==> src/common/apt_cfg.svh <==
`ifndef APT_CFG_SVH
`define APT_CFG_SVH

`define APT_NUM_PAIRS    2
`define APT_REG_AW       2
`define APT_REG_CTRL     2'h0
`define APT_REG_STATUS   2'h1
`define APT_REG_MASK     2'h2
`define APT_CTRL_RESET   16'h0000
`define APT_PAIR_STRIDE  8
`define APT_SRC_LSB      0
`define APT_SRC_W        5
`define APT_SOFT_BIT     5
`define APT_PEND_BIT     6
`define APT_IRQEN_BIT    7

`define APT_SRC_TMR2     5'h1F
`define APT_SRC_LIM4     5'h1A
`define APT_SRC_LIM3     5'h19
`define APT_SRC_LIM2     5'h18
`define APT_SRC_LIM1     5'h17
`define APT_SRC_SEC4     5'h11
`define APT_SRC_SEC3     5'h10
`define APT_SRC_SEC2     5'h0F
`define APT_SRC_SEC1     5'h0E
`define APT_SRC_TMR1     5'h0C
`define APT_SRC_PRI4     5'h07
`define APT_SRC_PRI3     5'h06
`define APT_SRC_PRI2     5'h05
`define APT_SRC_PRI1     5'h04
`define APT_SRC_SPECIAL  5'h03
`define APT_SRC_GLOBSW   5'h02
`define APT_SRC_INDSW    5'h01
`define APT_SRC_OFF      5'h00
`endif

==> src/common/apt_pkg.sv <==
package apt_pkg;
  typedef logic [4:0] apt_src_t;
  typedef enum logic [1:0] {
    APT_IDLE = 2'b00,
    APT_BUSY = 2'b01
  } apt_state_t;
endpackage

==> src/verilog/apt_pair_trigger_control.sv <==
`include "apt_cfg.svh"
module apt_pair_trigger_control (
  input  wire logic                   clk,
  input  wire logic                   reset_n,
  input  wire logic                   clkEn,
  input  wire logic [`APT_REG_AW-1:0] regAddr,
  input  wire logic [15:0]            regWrData,
  input  wire logic                   regWr,
  input  wire logic                   regRd,
  output logic      [15:0]            regRdData,
  input  wire logic                   timer1Match,
  input  wire logic                   timer2Match,
  input  wire logic [3:0]             pwmPrimaryTrig,
  input  wire logic [3:0]             pwmSecondaryTrig,
  input  wire logic [3:0]             pwmLimitTrig,
  input  wire logic                   pwmSpecialTrig,
  input  wire logic                   globalSoftTrig,
  input  wire logic                   convBusy,
  input  wire logic                   convDone,
  output logic                        convStart,
  output logic                        convPair,
  output logic                        irq
);
  import apt_pkg::*;

  localparam int NP = `APT_NUM_PAIRS;

  logic [15:0]   ctrlView;
  logic [15:0]   regRdData_reg;
  logic [NP-1:0] pending_reg;
  logic [NP-1:0] queued_reg;
  logic [NP-1:0] softBit_reg;
  logic [NP-1:0] irqEn_reg;
  logic [NP-1:0] trigHit;
  logic [NP-1:0] startGrant;
  logic [NP-1:0] doneHit;
  logic [NP-1:0] status_reg;
  logic [NP-1:0] status_next;
  logic [NP-1:0] mask_reg;
  apt_src_t      srcSel_reg [NP];
  apt_state_t    state_reg;
  logic          convStart_reg;
  logic          convPair_reg;
  logic          ctrlWr;
  logic          maskWr;
  logic          statusRd;

  assign ctrlWr   = regWr && (regAddr == `APT_REG_CTRL);
  assign maskWr   = regWr && (regAddr == `APT_REG_MASK);
  assign statusRd = regRd && (regAddr == `APT_REG_STATUS);

  // index 0 is pair 4 (channels 9/8), index 1 is pair 5 (channels 11/10)
  for (genvar p = 0; p < NP; p++) begin : g_pair
    localparam int B = p * `APT_PAIR_STRIDE;

    apt_trigger_select u_sel (
      .srcSel           (srcSel_reg[p]),
      .softTrig         (softBit_reg[p]),
      .globalSoftTrig   (globalSoftTrig),
      .timer1Match      (timer1Match),
      .timer2Match      (timer2Match),
      .pwmPrimaryTrig   (pwmPrimaryTrig),
      .pwmSecondaryTrig (pwmSecondaryTrig),
      .pwmLimitTrig     (pwmLimitTrig),
      .pwmSpecialTrig   (pwmSpecialTrig),
      .hit              (trigHit[p])
    );

    assign doneHit[p] = (state_reg == APT_BUSY) && convDone && (convPair_reg == 1'(p));

    assign ctrlView[B +: `APT_PAIR_STRIDE] = {irqEn_reg[p], pending_reg[p], softBit_reg[p],
                                              srcSel_reg[p]};

    always_ff @(posedge clk or negedge reset_n) begin
      if (!reset_n) begin
        srcSel_reg[p] <= `APT_SRC_OFF;
        irqEn_reg[p]  <= 1'b0;
      end else if (clkEn && ctrlWr) begin
        srcSel_reg[p] <= regWrData[B + `APT_SRC_LSB +: `APT_SRC_W];
        irqEn_reg[p]  <= regWrData[B + `APT_IRQEN_BIT];
      end
    end

    // the bit only acts under a soft source code; otherwise it waits until a ctrl write or a hit of the selected source clears it
    always_ff @(posedge clk or negedge reset_n) begin
      if (!reset_n) begin
        softBit_reg[p] <= 1'b0;
      end else if (clkEn) begin
        if (trigHit[p]) begin
          softBit_reg[p] <= 1'b0;
        end else if (ctrlWr) begin
          softBit_reg[p] <= regWrData[B + `APT_SOFT_BIT];
        end
      end
    end

    // queued means not yet handed to the converter; a retrigger while in flight requeues
    always_ff @(posedge clk or negedge reset_n) begin
      if (!reset_n) begin
        queued_reg[p] <= 1'b0;
      end else if (clkEn) begin
        if (trigHit[p]) begin
          queued_reg[p] <= 1'b1;
        end else if (startGrant[p]) begin
          queued_reg[p] <= 1'b0;
        end
      end
    end

    // pending is read-only to software; a new trigger outweighs a completion
    always_ff @(posedge clk or negedge reset_n) begin
      if (!reset_n) begin
        pending_reg[p] <= 1'b0;
      end else if (clkEn) begin
        if (trigHit[p]) begin
          pending_reg[p] <= 1'b1;
        end else if (doneHit[p] && !queued_reg[p]) begin
          pending_reg[p] <= 1'b0;
        end
      end
    end
  end

  // fixed priority: pair 4 first; pair 5 can starve only under back-to-back pair-4 triggers
  always_comb begin
    startGrant = '0;
    if ((state_reg == APT_IDLE) && !convBusy) begin
      if (queued_reg[0]) begin
        startGrant[0] = 1'b1;
      end else if (queued_reg[1]) begin
        startGrant[1] = 1'b1;
      end
    end
  end

  always_ff @(posedge clk or negedge reset_n) begin
    if (!reset_n) begin
      state_reg     <= APT_IDLE;
      convStart_reg <= 1'b0;
      convPair_reg  <= 1'b0;
    end else if (clkEn) begin
      case (state_reg)
        APT_IDLE: begin
          convStart_reg <= 1'b0;
          if (|startGrant) begin
            convStart_reg <= 1'b1;
            convPair_reg  <= startGrant[1];
            state_reg     <= APT_BUSY;
          end
        end
        APT_BUSY: begin
          convStart_reg <= 1'b0;
          if (convDone) begin
            state_reg <= APT_IDLE;
          end
        end
        default: begin
          convStart_reg <= 1'b0;
          state_reg     <= APT_IDLE;
        end
      endcase
    end
  end

  // completion sets wins over the clear-on-read of the same cycle
  assign status_next = (statusRd ? '0 : status_reg) | (doneHit & irqEn_reg);

  always_ff @(posedge clk or negedge reset_n) begin
    if (!reset_n) begin
      status_reg <= '0;
    end else if (clkEn) begin
      status_reg <= status_next;
    end
  end

  always_ff @(posedge clk or negedge reset_n) begin
    if (!reset_n) begin
      mask_reg <= '0;
    end else if (clkEn && maskWr) begin
      mask_reg <= regWrData[NP-1:0];
    end
  end

  // read data stand for the single cycle after the strobe, zero otherwise
  always_ff @(posedge clk or negedge reset_n) begin
    if (!reset_n) begin
      regRdData_reg <= `APT_CTRL_RESET;
    end else if (clkEn) begin
      regRdData_reg <= 16'h0000;
      if (regRd) begin
        case (regAddr)
          `APT_REG_CTRL:   regRdData_reg <= ctrlView;
          `APT_REG_STATUS: regRdData_reg <= {{(16-NP){1'b0}}, status_reg};
          `APT_REG_MASK:   regRdData_reg <= {{(16-NP){1'b0}}, mask_reg};
          default:         regRdData_reg <= 16'h0000;
        endcase
      end
    end
  end

  assign regRdData = regRdData_reg;
  assign convStart = convStart_reg;
  assign convPair  = convPair_reg;
  assign irq       = |(status_reg & mask_reg);
endmodule

==> src/verilog/apt_trigger_select.sv <==
`include "apt_cfg.svh"
module apt_trigger_select (
  input  apt_pkg::apt_src_t srcSel,
  input  wire logic         softTrig,
  input  wire logic         globalSoftTrig,
  input  wire logic         timer1Match,
  input  wire logic         timer2Match,
  input  wire logic [3:0]   pwmPrimaryTrig,
  input  wire logic [3:0]   pwmSecondaryTrig,
  input  wire logic [3:0]   pwmLimitTrig,
  input  wire logic         pwmSpecialTrig,
  output logic              hit
);
  import apt_pkg::*;

  always_comb begin
    case (srcSel)
      `APT_SRC_TMR2:    hit = timer2Match;
      `APT_SRC_TMR1:    hit = timer1Match;
      `APT_SRC_LIM4:    hit = pwmLimitTrig[3];
      `APT_SRC_LIM3:    hit = pwmLimitTrig[2];
      `APT_SRC_LIM2:    hit = pwmLimitTrig[1];
      `APT_SRC_LIM1:    hit = pwmLimitTrig[0];
      `APT_SRC_SEC4:    hit = pwmSecondaryTrig[3];
      `APT_SRC_SEC3:    hit = pwmSecondaryTrig[2];
      `APT_SRC_SEC2:    hit = pwmSecondaryTrig[1];
      `APT_SRC_SEC1:    hit = pwmSecondaryTrig[0];
      `APT_SRC_PRI4:    hit = pwmPrimaryTrig[3];
      `APT_SRC_PRI3:    hit = pwmPrimaryTrig[2];
      `APT_SRC_PRI2:    hit = pwmPrimaryTrig[1];
      `APT_SRC_PRI1:    hit = pwmPrimaryTrig[0];
      `APT_SRC_SPECIAL: hit = pwmSpecialTrig;
      `APT_SRC_GLOBSW:  hit = softTrig | globalSoftTrig;
      `APT_SRC_INDSW:   hit = softTrig;
      `APT_SRC_OFF:     hit = 1'b0;
      default:          hit = 1'b0;
    endcase
  end
endmodule
==> config.mk <==
export PLATFORM = sky130hd
export DESIGN_NAME = apt_pair_trigger_control
export DESIGN_NICKNAME = d
export VERILOG_FILES = /design/src/common/apt_pkg.sv /design/src/verilog/apt_pair_trigger_control.sv /design/src/verilog/apt_trigger_select.sv
export VERILOG_INCLUDE_DIRS = /design/src /design/src/common
export SDC_FILE = /design/constraint.sdc
export NUM_CORES = 1
export LEC_CHECK = 0
export BUFFER_PORTS_ARGS = -buffer_cell sky130_fd_sc_hd__buf_2
export CAP_MARGIN = 20
export CORE_MARGIN = 5
export CORE_UTILIZATION = 52
export CTS_CLUSTER_DIAMETER = 120
export DETAILED_ROUTE_END_ITERATION = 8
export GPL_ROUTABILITY_DRIVEN = 0
export PLACE_DENSITY = 0.84
export SKIP_CTS_REPAIR_TIMING = 1
export SLEW_MARGIN = 20
export SYNTH_ARGS = -nofsm -noshare
export SYNTH_HDL_FRONTEND = slang
export SYNTH_SLANG_ARGS = --single-unit
==> constraint.sdc <==
create_clock -name clk -period 2.05 [get_ports clk]
set_input_delay 0.1025 -clock clk [delete_from_list [all_inputs] [get_ports clk]]
set_output_delay 0.1025 -clock clk [all_outputs]
set_load 0.05 [all_outputs]
Word-level counts from Yosys, hierarchy flattened:

Cells that the tools add are included.

* register bits: 42
* input bits: 41
* logic and storage cells: 119
* RAM bits: 0
* ROM bits: 0
* memories kept: 0
* bits in latches: 0
* output and inout port bits: 19

* shift operators: 0
* multiplexer cells: 26
* $lt $le $gt $ge: 0
* reduce and logical (&&, ||, !) cells: 32
* div/mod/pow operators: 0
* bitwise logic cells: 6
* multipliers: 0
* equality and inequality tests: 39
* $add $sub $neg: 0

Operators with widths (count)
* $eq 5x5->1 const B: 14
* $pmux 16 s3: 1
* $eq 5x3->1 const B: 8
* $pmux 1 s17: 2
* $eq 5x4->1 const B: 6
* $eq 5x2->1 const B: 4
* $mux 1: 17
* $mux 16: 1
* $reduce_and 2->1: 6
* $reduce_bool 2->1: 6
* $logic_and 1x1->1: 11
* $eq 5x1->1 const B: 2
* $mux 2: 4
* $reduce_and 3->1: 2
* $and 2x2->2: 2
* $eq 2x1->1 const B: 2
* $logic_not 2->1: 2
* $pmux 2 s2: 1
* $reduce_or 2->1: 2
* $logic_not 1->1: 3
* $eq 2x2->1 const B: 1
* $ne 2x1->1 const B: 1
* $ne 2x2->1 const B: 1
* $or 1x1->1: 2
* 2 further kinds: 2

Logic depth before layout (Yosys ltp):

Gate-level depths: netlist of the first run.

* word-level depth: 6
* depth in mapped cells: 6
* gate-level depth less buffers: 5

Hierarchy:

From an unflattened synthesis of the first run, not the netlist that was laid out.

* cell total of the unflattened synthesis: 175
* area total of the unflattened synthesis: 2063.2 um^2

By module, submodules not included
* apt_pair_trigger_control: cells each 123, area each 1627.8 um^2, seq. area each 1026.0 um^2, times used 1
* apt_trigger_select: cells each 26, area each 217.7 um^2, seq. area each 0.0 um^2, times used 2

Least setup slack after synthesis of the first run:

No wires, ideal clock.

* path type: register to register
* start point: register srcSel_reg (netlist bit ctrlView[11])
* end point: register pending_reg[1] (netlist: ctrlView[14])
* path slack: 0.506 ns
* cell stages (with the launch flop): 6
* path buffers: 1
* clock period less this slack: 1.544 ns
* data required time: 1.928 ns
* arrival: 1.422 ns
* library setup time: 0.122 ns
* cells stage by stage: dfrtp_1 clkbuf_1 mux2_2 a311oi_1 a41oi_1 nand2b_1

* longest elaborated chain between the ends: 4
* elaborated cells between the ends (all ways): 21
* classes of those cells: eq/ne: 17; mux: 2; reduce/logical: 2

Ends and longest elaborated chain
* start, declared: RTL line apt_pair_trigger_control.sv:40 `apt_src_t srcSel_reg [NP];`
* start signal, assigned by index: RTL line apt_pair_trigger_control.sv:76 `` srcSel_reg[p] <= `APT_SRC_OFF; ``
* start signal, assigned by index: RTL line apt_pair_trigger_control.sv:79 `` srcSel_reg[p] <= regWrData[B + `APT_SRC_LSB +: `APT_SRC_W]; ``
* $eq 5x1->1 (tied with other cells): RTL line apt_trigger_select.sv:17 `case (srcSel)`
* $pmux 1 s17 (*): RTL line apt_trigger_select.sv:17
* $reduce_bool 2->1 (no line)
* $reduce_and 2->1 (no line)
* end signal, assigned by index: RTL line apt_pair_trigger_control.sv:113 `pending_reg[p] <= 1'b0;`
* end signal, assigned by index: RTL line apt_pair_trigger_control.sv:116 `pending_reg[p] <= 1'b1;`
* end signal, assigned by index: RTL line apt_pair_trigger_control.sv:118 `pending_reg[p] <= 1'b0;`
* end, declared: RTL line apt_pair_trigger_control.sv:30 `logic [NP-1:0] pending_reg;`

Mark *: on every way between the ends. The rest lies on a longest branch, timed or not.
A chain may end at the register's enable or synchronous reset.

Worst setup path after layout of the first run:

* start point: register srcSel_reg (netlist bit ctrlView[8])
* end point: register queued_reg[1]

* longest elaborated chain between the ends: 4
* elaborated cells between the ends (all ways): 21
* classes of those cells: eq/ne: 17; mux: 2; reduce/logical: 2

Ends and longest elaborated chain
* $eq 5x1->1 (tied with other cells): RTL line apt_trigger_select.sv:17
* $pmux 1 s17 (*): RTL line apt_trigger_select.sv:17
* $reduce_bool 2->1 (no line)
* $reduce_and 2->1 (no line)
* end signal, assigned by index: RTL line apt_pair_trigger_control.sv:100 `queued_reg[p] <= 1'b0;`
* end signal, assigned by index: RTL line apt_pair_trigger_control.sv:103 `queued_reg[p] <= 1'b1;`
* end signal, assigned by index: RTL line apt_pair_trigger_control.sv:105 `queued_reg[p] <= 1'b0;`
* end, declared: RTL line apt_pair_trigger_control.sv:31 `logic [NP-1:0] queued_reg;`

Marks and branches as above.

==> results.yml, run 1 <==
global_route:
  gr-total-overflow: 0
  grt_pass1_wl_mm: 8.65
  grt_pass1_vias: 1823
  grt_usage: 0.201
  grt_start_max_net_pins: 42
  grt_antenna_before_repair: 0
worst_setup_path:
  cpMaxStageDelayCell: "dfrtp_1"
  endpoint_kind: "flip-flop"
  path_max_fanout: 11
  required_ps: 2230
  r2r_slack_ps: 300
  cpLargestDelayFamily: "compound AO/OA/AOI/OAI gates"
  r2r-start: "ctrlView[8]$_DFFE_PN0P_"
  r2r_cells: 5
  crit_start: "ctrlView[8]$_DFFE_PN0P_"
  startpoint_type: "flip-flop"
  cp.depth: 5
  critical_path.cell_chain: "mux2i_1 > o32ai_1 > o31ai_1 > a41oi_1 > nand2b_1"
  arrival_ps: 1930
  r2r-end: "queued_reg[1]$_DFFE_PN0P_"
  max_stage_delay_ps: 580
  criticalPathCategory: "flip-flop to flip-flop"
  crit_path_end: "queued_reg[1]$_DFFE_PN0P_"
  critPathBufInv: 0
cts:
  cts_made_buffers: 5
  clockBufferDepth: 2
  clk_pin_slew_worst_paths_ps: 90
  clkLatencyLatePin_ps: 300
  root_buffer: "clkbuf_8"
  clock_sinks: 41
  cts_tree: "yes"
  ctsHtreeMaxLevel: 2
sta:
  fin_hold_ws_ps: -75.1
  slew_viol_final: 0
  hold_violations: 41
  max_slew.worst_pin.slew_ps: 913
  relSlewSlack: 0.392
  grt_setup_unrepaired: "no"
  min_period_ps: 1750
  fin_ws_ps: 300
  fmax_ghz: 0.572
  setup_viol: 0
  clock_skew_ps: 11.4
  fin_tns_setup_ps: 0
  period_share: 0.853
synthesis:
  synth_top_area_frac: 0.466
  synthTopCellsByCount: "41 x dfrtp_1, 28 x nand2_1, 24 x o21ai_0, 21 x inv_1, 14 x mux2i_1"
  synth_nets: 273
  synth_seq_cells: 41
  ys_async_sr_fraction: 1.00
  yosys.area.top_type: "dfrtp_1"
  yosysMostFrequentCell: "dfrtp_1"
  synth_cells: 232
  yosys_warnings: 0
  syn_area_um2: 2200
  syn_avg_cell_area_um2: 9.49
  synth_cell_types: 39
  synth_area_leaders: "dfrtp_1 47%, mux2i_1 6.4%, mux2_2 5.6%"
  synth_edf_count: 0
  ys_dominant_reg_cell: "dfrtp_1"
  ys_seq_area_frac: 0.466
job:
  cap_violations: 0
route:
  dr_total_vias: 1878
  drt_first_pass_iters: 4
  met2_length_mm: 2.53
  route.detailed.drc: 0
  drt-total-wl_mm: 5.26
  vias_per_cell: 5.59
  wl_met3_um: 394
  wl_per_cell_um: 15.7
  ant_nets: 0
  drt_iter0_drc: 103
  wl_met1_mm: 2.26
  top_layer: "met4"
outcome:
  violations: "hold timing"
  run_status: "complete, but fails checks"
die:
  die_area_um2: 5640
  die-width_um: 75.1
  start_util: 0.543
  num_io_pins: 60
  num_rows: 23
  die_y_um: 75.1
  core_um2: 4060
cells_and_area:
  area_growth_pct: 18.9
  drive_above_1_share: 0.290
  antenna-diode-count: 0
  final_nets: 326
  fillers: 340
pwr:
  vdd_drop_max_v: 0.000486
  p_per_area_nw_per_um2: 1020
  leakage_nw: 1.21
min_path:
  hold_class: "input pin to async pin"
place:
  dp_hpwl_mm: 3.81
  pre_cts_slack_ps: 349
  numPortBuffers: 57
-- layout by cell type, fill, tap and decap left out, drive strengths merged, types with 3 or more instances in the layout --
cell type / instances
nor2: 11
inv: 21
nand3b: 4
nor3: 4
o21ai: 24
nand2: 28
buf: 60
o31ai: 4
nor3b: 3
a21oi: 9
nand2b: 10
nor4b: 4
nor4: 4
dfrtp: 41
mux2: 11
mux2i: 14
clkbuf: 7
-- final cells by class --
class	instances	area, um^2	share of cell area
tap	50	62.6	0.0239
clock inverter	1	30.0	0.0115
timing repair buffer	60	308	0.118
multi-input combinational	156	1030	0.392
sequential	41	1030	0.392
clock buffer	7	86.3	0.0330
inverter	21	78.8	0.0301
-- report_power, final --
part           internal [mW]  switching, mW  leakage [nW]  total (mW)
registers              0.986          0.248         0.525        1.23
logic                  0.311          0.431         0.627       0.742
clock network          0.397          0.287        0.0585       0.684
-- metrics by stage --
step | hold slack [ps] | area [um^2] | std cells | util | power, mW
finish | -75.1 | 2620 | 336 | 0.645 | 2.66
global route | 6.74 | 2620 | 336 | 0.645 | 2.81
CTS | -41.3 | 2620 | 336 | 0.645 | 2.67
detailed placement | 283 | 2500 | 328 | 0.616 | 1.99
global placement | 277 | 2500 | 328 | 0.616 | 1.95
floorplan | -193 | 2200 | 232 | - | 1.77
-- logic make-up after synthesis --
logic type             count (synthesis)  share of synthesized area
multiplexers                          25                      0.120
AND/OR/NAND/NOR                       79                      0.199
buffers and inverters                 35                     0.0682
AO/OA/AOI/OAI                         52                      0.147
flip-flops                            41                      0.466
-- worst register-to-register path, cell delays in order (launching register included) --
cell and delay, ps:
dfrtp_1 580, mux2i_1 260, o32ai_1 120, o31ai_1 260, a41oi_1 210, nand2b_1 200
-- how the worst min path moves through the flow --
stage                     startpoint                        end  slack (ps)  depth (start not counted)
after floorplan              reset_n       convPair$_DFFE_PN0P_        -190                          0
after CTS                    reset_n   regRdData[8]$_DFFE_PN0P_         -40                          1
after global placement       reset_n  regRdData[10]$_DFFE_PN0P_         280                          1
final                        reset_n    ctrlView[8]$_DFFE_PN0P_         -80                          1
after detailed placement     reset_n  regRdData[12]$_DFFE_PN0P_         280                          1
after global routing         reset_n   regRdData[8]$_DFFE_PN0P_           7                          1
-- layer usage --
layer | vias to the layer above | track usage
met4 | 0 | 0.0711
met2 | 62 | 0.325
met1 | 899 | 0.271
met5 | - | 0
met3 | 7 | 0.0387
li1 | 910 | -
(Power assumes the default switching activity.)
==> inputs of run 2 (changes only) <==
- CORE_UTILIZATION: 52 -> 50
- PLACE_DENSITY: 0.84 -> 0.82
==> run 2 against run 1 <==
Effect of this change:
- the run still ends with hold timing left
- flip-flop and latch count unchanged
- first-iteration DRC count is the same
- clock power fell by 4.2%
- global-route usage decreased by 1.9 points
- non-clock buffer count grew 1
- sequential share of layout area shrank 0.075 points
- critical path type unchanged
==> results.yml, run 2 (synthesized netlist as in run 1, its figures left out) <==
worst_setup_path:
  cpLargestDelayFamily: "flip-flops"
  max_stage_delay_ps: 610
  r2r_slack_ps: 340
  required_ps: 2240
  endpoint_kind: "flip-flop"
  path_max_fanout: 13
  cpMaxStageDelayCell: "dfrtp_1"
  arrival_ps: 1900
  critical_path.cell_chain: "mux2i_1 > o32ai_1 > o31ai_1 > a41oi_1 > nand2b_1"
  critPathBufInv: 0
  criticalPathCategory: "flip-flop to flip-flop"
  startpoint_type: "flip-flop"
sta:
  period_share: 0.832
  setup_viol: 0
  fin_tns_setup_ps: 0
  hold_violations: 41
  fmax_ghz: 0.586
  clock_skew_ps: 8.33
  min_period_ps: 1710
  slew_viol_final: 0
  max_slew.worst_pin.slew_ps: 916
  grt_setup_unrepaired: "no"
  relSlewSlack: 0.390
  fin_hold_ws_ps: -67.0
global_route:
  grt_pass1_wl_mm: 8.83
  gr-total-overflow: 0
  grt_pass1_vias: 1851
  grt_usage: 0.182
  grt_antenna_before_repair: 0
  grt_start_max_net_pins: 42
pwr:
  swShare: 0.366
  leakage_nw: 1.21
  clkPwrFrac: 0.250
  p_sw_mw: 0.961
  vdd_drop_max_v: 0.000549
  combPwrFrac: 0.280
  p_seq_frac: 0.470
  power.internal_mw: 1.66
  p_per_area_nw_per_um2: 1000
cells_and_area:
  final_common_cell: "buf_2"
  area_growth_pct: 19.1
  layout_common_cells: "57 x buf_2, 41 x dfrtp_1, 28 x nand2_1"
  fin_util: 0.606
  final_nets: 327
  antenna-diode-count: 0
  drive_above_1_share: 0.293
outcome:
  violations: "hold timing"
  run_status: "complete, but fails checks"
job:
  cap_violations: 0
die:
  start_util: 0.509
  core_um2: 4320
  num_rows: 24
  die-width_um: 76.4
  num_io_pins: 60
  die_area_um2: 5830
  die_y_um: 76.4
route:
  drt_iter0_drc: 103
  ant_nets: 0
  wl_per_cell_um: 15.2
  drt_first_pass_iters: 4
  drt-total-wl_mm: 5.15
  dr_total_vias: 1828
  vias_per_cell: 5.39
  route.detailed.drc: 0
cts:
  clkLatencyLatePin_ps: 300
  clock_sinks: 41
  clockBufferDepth: 2
  cts_made_buffers: 5
  root_buffer: "clkbuf_8"
  ctsHtreeMaxLevel: 2
  cts_tree: "yes"
  clk_pin_slew_worst_paths_ps: 80
place:
  dp_hpwl_mm: 3.76
  numPortBuffers: 57
min_path:
  hold_class: "input pin to async pin"
-- run 2: cell count changes in the layout (fill, tap and decap cells not counted), sizes merged --
cell,change
buf,+1
clkinv,+1
clkbuf,-1
-- run 2: layer usage --
layer	track usage	share of wire	wire, um
met5	0	0	0
met4	0.0524	0.012	62
met3	0.0485	0.058	298
met2	0.293	0.46	2400
met1	0.242	0.47	2400
-- run 2: stage by stage --
| step | setup WS, ps | power [mW] | hold slack [ps] | area (um^2) | instances |
|---|---|---|---|---|---|
| finish | 344 | 2.62 | -67.0 | 2620 | 339 |
| CTS | 357 | 2.64 | -36.1 | 2620 | 339 |
| global placement | 375 | 1.95 | 272 | 2510 | 331 |
| detailed placement | 369 | 1.98 | 294 | 2510 | 331 |
| floorplan | 506 | 1.77 | -193 | 2200 | 232 |
| global route | 203 | 2.78 | 12.2 | 2620 | 339 |
-- run 2: final cells by class --
type                            count  area [um^2]
Inverter                           21         78.8
Clock buffer                        6         72.6
Tap cell                           52         65.1
Clock inverter                      2         38.8
Multi-Input combinational cell    156         1030
Fill cell                         396         1700
Sequential cell                    41         1030
Timing Repair Buffer               61          315
-- run 2: power by group through the flow --
stage,Combinational [mW],Clock (mW),Sequential (mW)
finish,0.735,0.655,1.23
global route,0.819,0.693,1.27
CTS,0.741,0.672,1.23
detailed placement,0.737,0,1.24
global placement,0.720,0,1.23
floorplan,0.517,0,1.26
-- run 2: worst reg2reg max path: stages, from the launching register on --
cell and delay (ps):
dfrtp_1 610, mux2i_1 240, o32ai_1 90, o31ai_1 240, a41oi_1 220, nand2b_1 200
-- run 2: final timing paths --
| kind | cells past startpoint | startpoint | endpoint |
|---|---|---|---|
| hold / removal | 1 | reset_n | regRdData[12]$_DFFE_PN0P_ |
| min in group clk | 3 | regWrData[15] | ctrlView[15]$_DFFE_PN0P_ |
| setup reg to reg | 5 | ctrlView[9]$_DFFE_PN0P_ | ctrlView[14]$_DFFE_PN0P_ |
| setup / recovery | 5 | ctrlView[9]$_DFFE_PN0P_ | ctrlView[14]$_DFFE_PN0P_ |
| hold reg to reg | 2 | ctrlView[14]$_DFFE_PN0P_ | regRdData[14]$_DFFE_PN0P_ |
| max in group asynchronous | 1 | reset_n | regRdData[4]$_DFFE_PN0P_ |
==> inputs of run 3 (changes only) <==
- clock period: 2.05 -> 1.65 ns (I/O delays scaled with it)
==> run 3 against run 2 <==
Effect of this change:
- the flow still finishes with violations (hold timing)
- sequential share of layout area down 2.8 points
- combinational power increased by 61%
- core utilization increased by 5.3 points
- setup slack got worse by 290 ps
- final area is 8.7% higher
- register-to-register slack got worse by 290 ps
- global-route usage is 0.78 points higher
- hold slack better by 59 ps
- critical path depth is 1 higher
- via count increased by 8.0%
- flip-flop and latch count is the same
==> results.yml, run 3 (synthesized netlist as in run 1, its figures left out) <==
global_route:
  grt_start_max_net_pins: 42
  grt_pass1_vias: 1994
  grt_antenna_before_repair: 0
  gr-total-overflow: 0
  grt_usage: 0.190
  grt_pass1_wl_mm: 9.19
sta:
  slew_viol_final: 0
  max_slew.worst_pin.slew_ps: 529
  period_share: 0.969
  min_period_ps: 1600
  fmax_ghz: 0.625
  fin_tns_setup_ps: 0
  relSlewSlack: 0.647
  fin_hold_ws_ps: -8.24
  hold_violations: 3
  clock_skew_ps: 12.3
  setup_viol: 0
die:
  die_y_um: 76.4
  start_util: 0.509
  num_rows: 24
  num_io_pins: 60
  core_um2: 4320
  die-width_um: 76.4
  die_area_um2: 5830
route:
  drt-total-wl_mm: 5.62
  route.detailed.drc: 0
  drt_iter0_drc: 69
  ant_nets: 0
  dr_total_vias: 1975
  wl_per_cell_um: 15.7
  vias_per_cell: 5.50
  drt_first_pass_iters: 4
cells_and_area:
  final_nets: 347
  antenna-diode-count: 0
  fin_util: 0.659
  fillers: 366
  drive_above_1_share: 0.391
  final_common_cell: "buf_2"
  area_growth_pct: 29.4
  layout_common_cells: "57 x buf_2, 34 x dfrtp_1, 28 x nand2_1"
worst_setup_path:
  required_ps: 1850
  criticalPathCategory: "flip-flop to flip-flop"
  r2r_cells: 6
  endpoint_kind: "flip-flop"
  path_max_fanout: 8
  r2r-end: "queued_reg[0]$_DFFE_PN0P_"
  r2r_slack_ps: 50
  r2r-start: "ctrlView[0]$_DFFE_PN0P_"
  startpoint_type: "flip-flop"
  arrival_ps: 1800
cts:
  ctsHtreeMaxLevel: 2
  cts_tree: "yes"
  cts_made_buffers: 5
  clk_pin_slew_worst_paths_ps: 90
  clkLatencyLatePin_ps: 310
  clockBufferDepth: 2
  root_buffer: "clkbuf_8"
  clock_sinks: 41
pwr:
  power_mw: 3.38
  leakage_nw: 1.30
  vdd_drop_max_v: 0.000707
  p_per_area_nw_per_um2: 1190
min_path:
  hold_class: "input pin to flip-flop"
  hp-start: "regWrData[11]"
  hold_path_end: "ctrlView[11]$_DFFE_PN0P_"
  hold_depth: 3
place:
  numPortBuffers: 57
  dp_hpwl_mm: 3.89
outcome:
  run_status: "complete, but fails checks"
  violations: "hold timing"
job:
  cap_violations: 0
run 3: cell count changes in the layout (fill, tap and decap cells not counted), sizes merged:
cell,delta
clkbuf,-1
inv,+1
bufinv,-1
dlygate4sd3,+3
buf,+17
clkinvlp,+1
run 3: power breakdown:
part / internal (mW) / total (mW) / switching [mW]
sequential: 1.23 / 1.51 / 0.275
combinational: 0.537 / 1.18 / 0.643
clock: 0.301 / 0.692 / 0.391
total: 2.07 / 3.38 / 1.31
run 3: cell type report:
| cell class | instances | area [um^2] | share of cell area |
|---|---|---|---|
| clock inverters | 3 | 21.3 | 0.00746 |
| flip-flops and latches | 41 | 1030 | 0.363 |
| well taps | 52 | 65.1 | 0.0228 |
| repair buffers | 81 | 489 | 0.172 |
| multi-input cells | 156 | 1090 | 0.383 |
| clock buffers | 5 | 68.8 | 0.0241 |
| inverters | 21 | 78.8 | 0.0277 |
run 3: metrics by stage:
step | instances | setup slack, ps | area (um^2)
floorplan | 232 | 106 | 2200
global placement | 340 | 32.1 | 2580
detailed placement | 340 | -32.7 | 2580
CTS | 348 | -32.8 | 2670
global route | 359 | -35.6 | 2850
finish | 359 | 50.9 | 2850
run 3: how the worst max path moves through the flow:
stage / start / endpoint / slack (ps) / cells past startpoint
5_1_grt: ctrlView[3]$_DFFE_PN0P_ / queued_reg[0]$_DFFE_PN0P_ / -40 / 5
2_1_floorplan: ctrlView[11]$_DFFE_PN0P_ / ctrlView[14]$_DFFE_PN0P_ / 110 / 5
3_5_place_dp: ctrlView[8]$_DFFE_PN0P_ / queued_reg[1]$_DFFE_PN0P_ / -30 / 5
4_1_cts: ctrlView[8]$_DFFE_PN0P_ / queued_reg[1]$_DFFE_PN0P_ / -30 / 5
6_report: ctrlView[0]$_DFFE_PN0P_ / queued_reg[0]$_DFFE_PN0P_ / 50 / 6
3_3_place_gp: ctrlView[3]$_DFFE_PN0P_ / queued_reg[0]$_DFFE_PN0P_ / 30 / 5
run 3: per-layer routing:
metal | global-route usage | share of wire | wire length [um]
met1 | 0.252 | 0.44 | 2480
met2 | 0.302 | 0.49 | 2730
met3 | 0.0485 | 0.062 | 349
met4 | 0.0647 | 0.010 | 58
met5 | 0 | 0 | 0
run 3: worst max-delay path, cell delays in order (launching register included):
cell	delay (ps)
dfrtp_2	460
buf_4	140
mux2i_1	220
nor3b_1	80
o21ai_0	240
a41oi_2	170
a21o_1	190
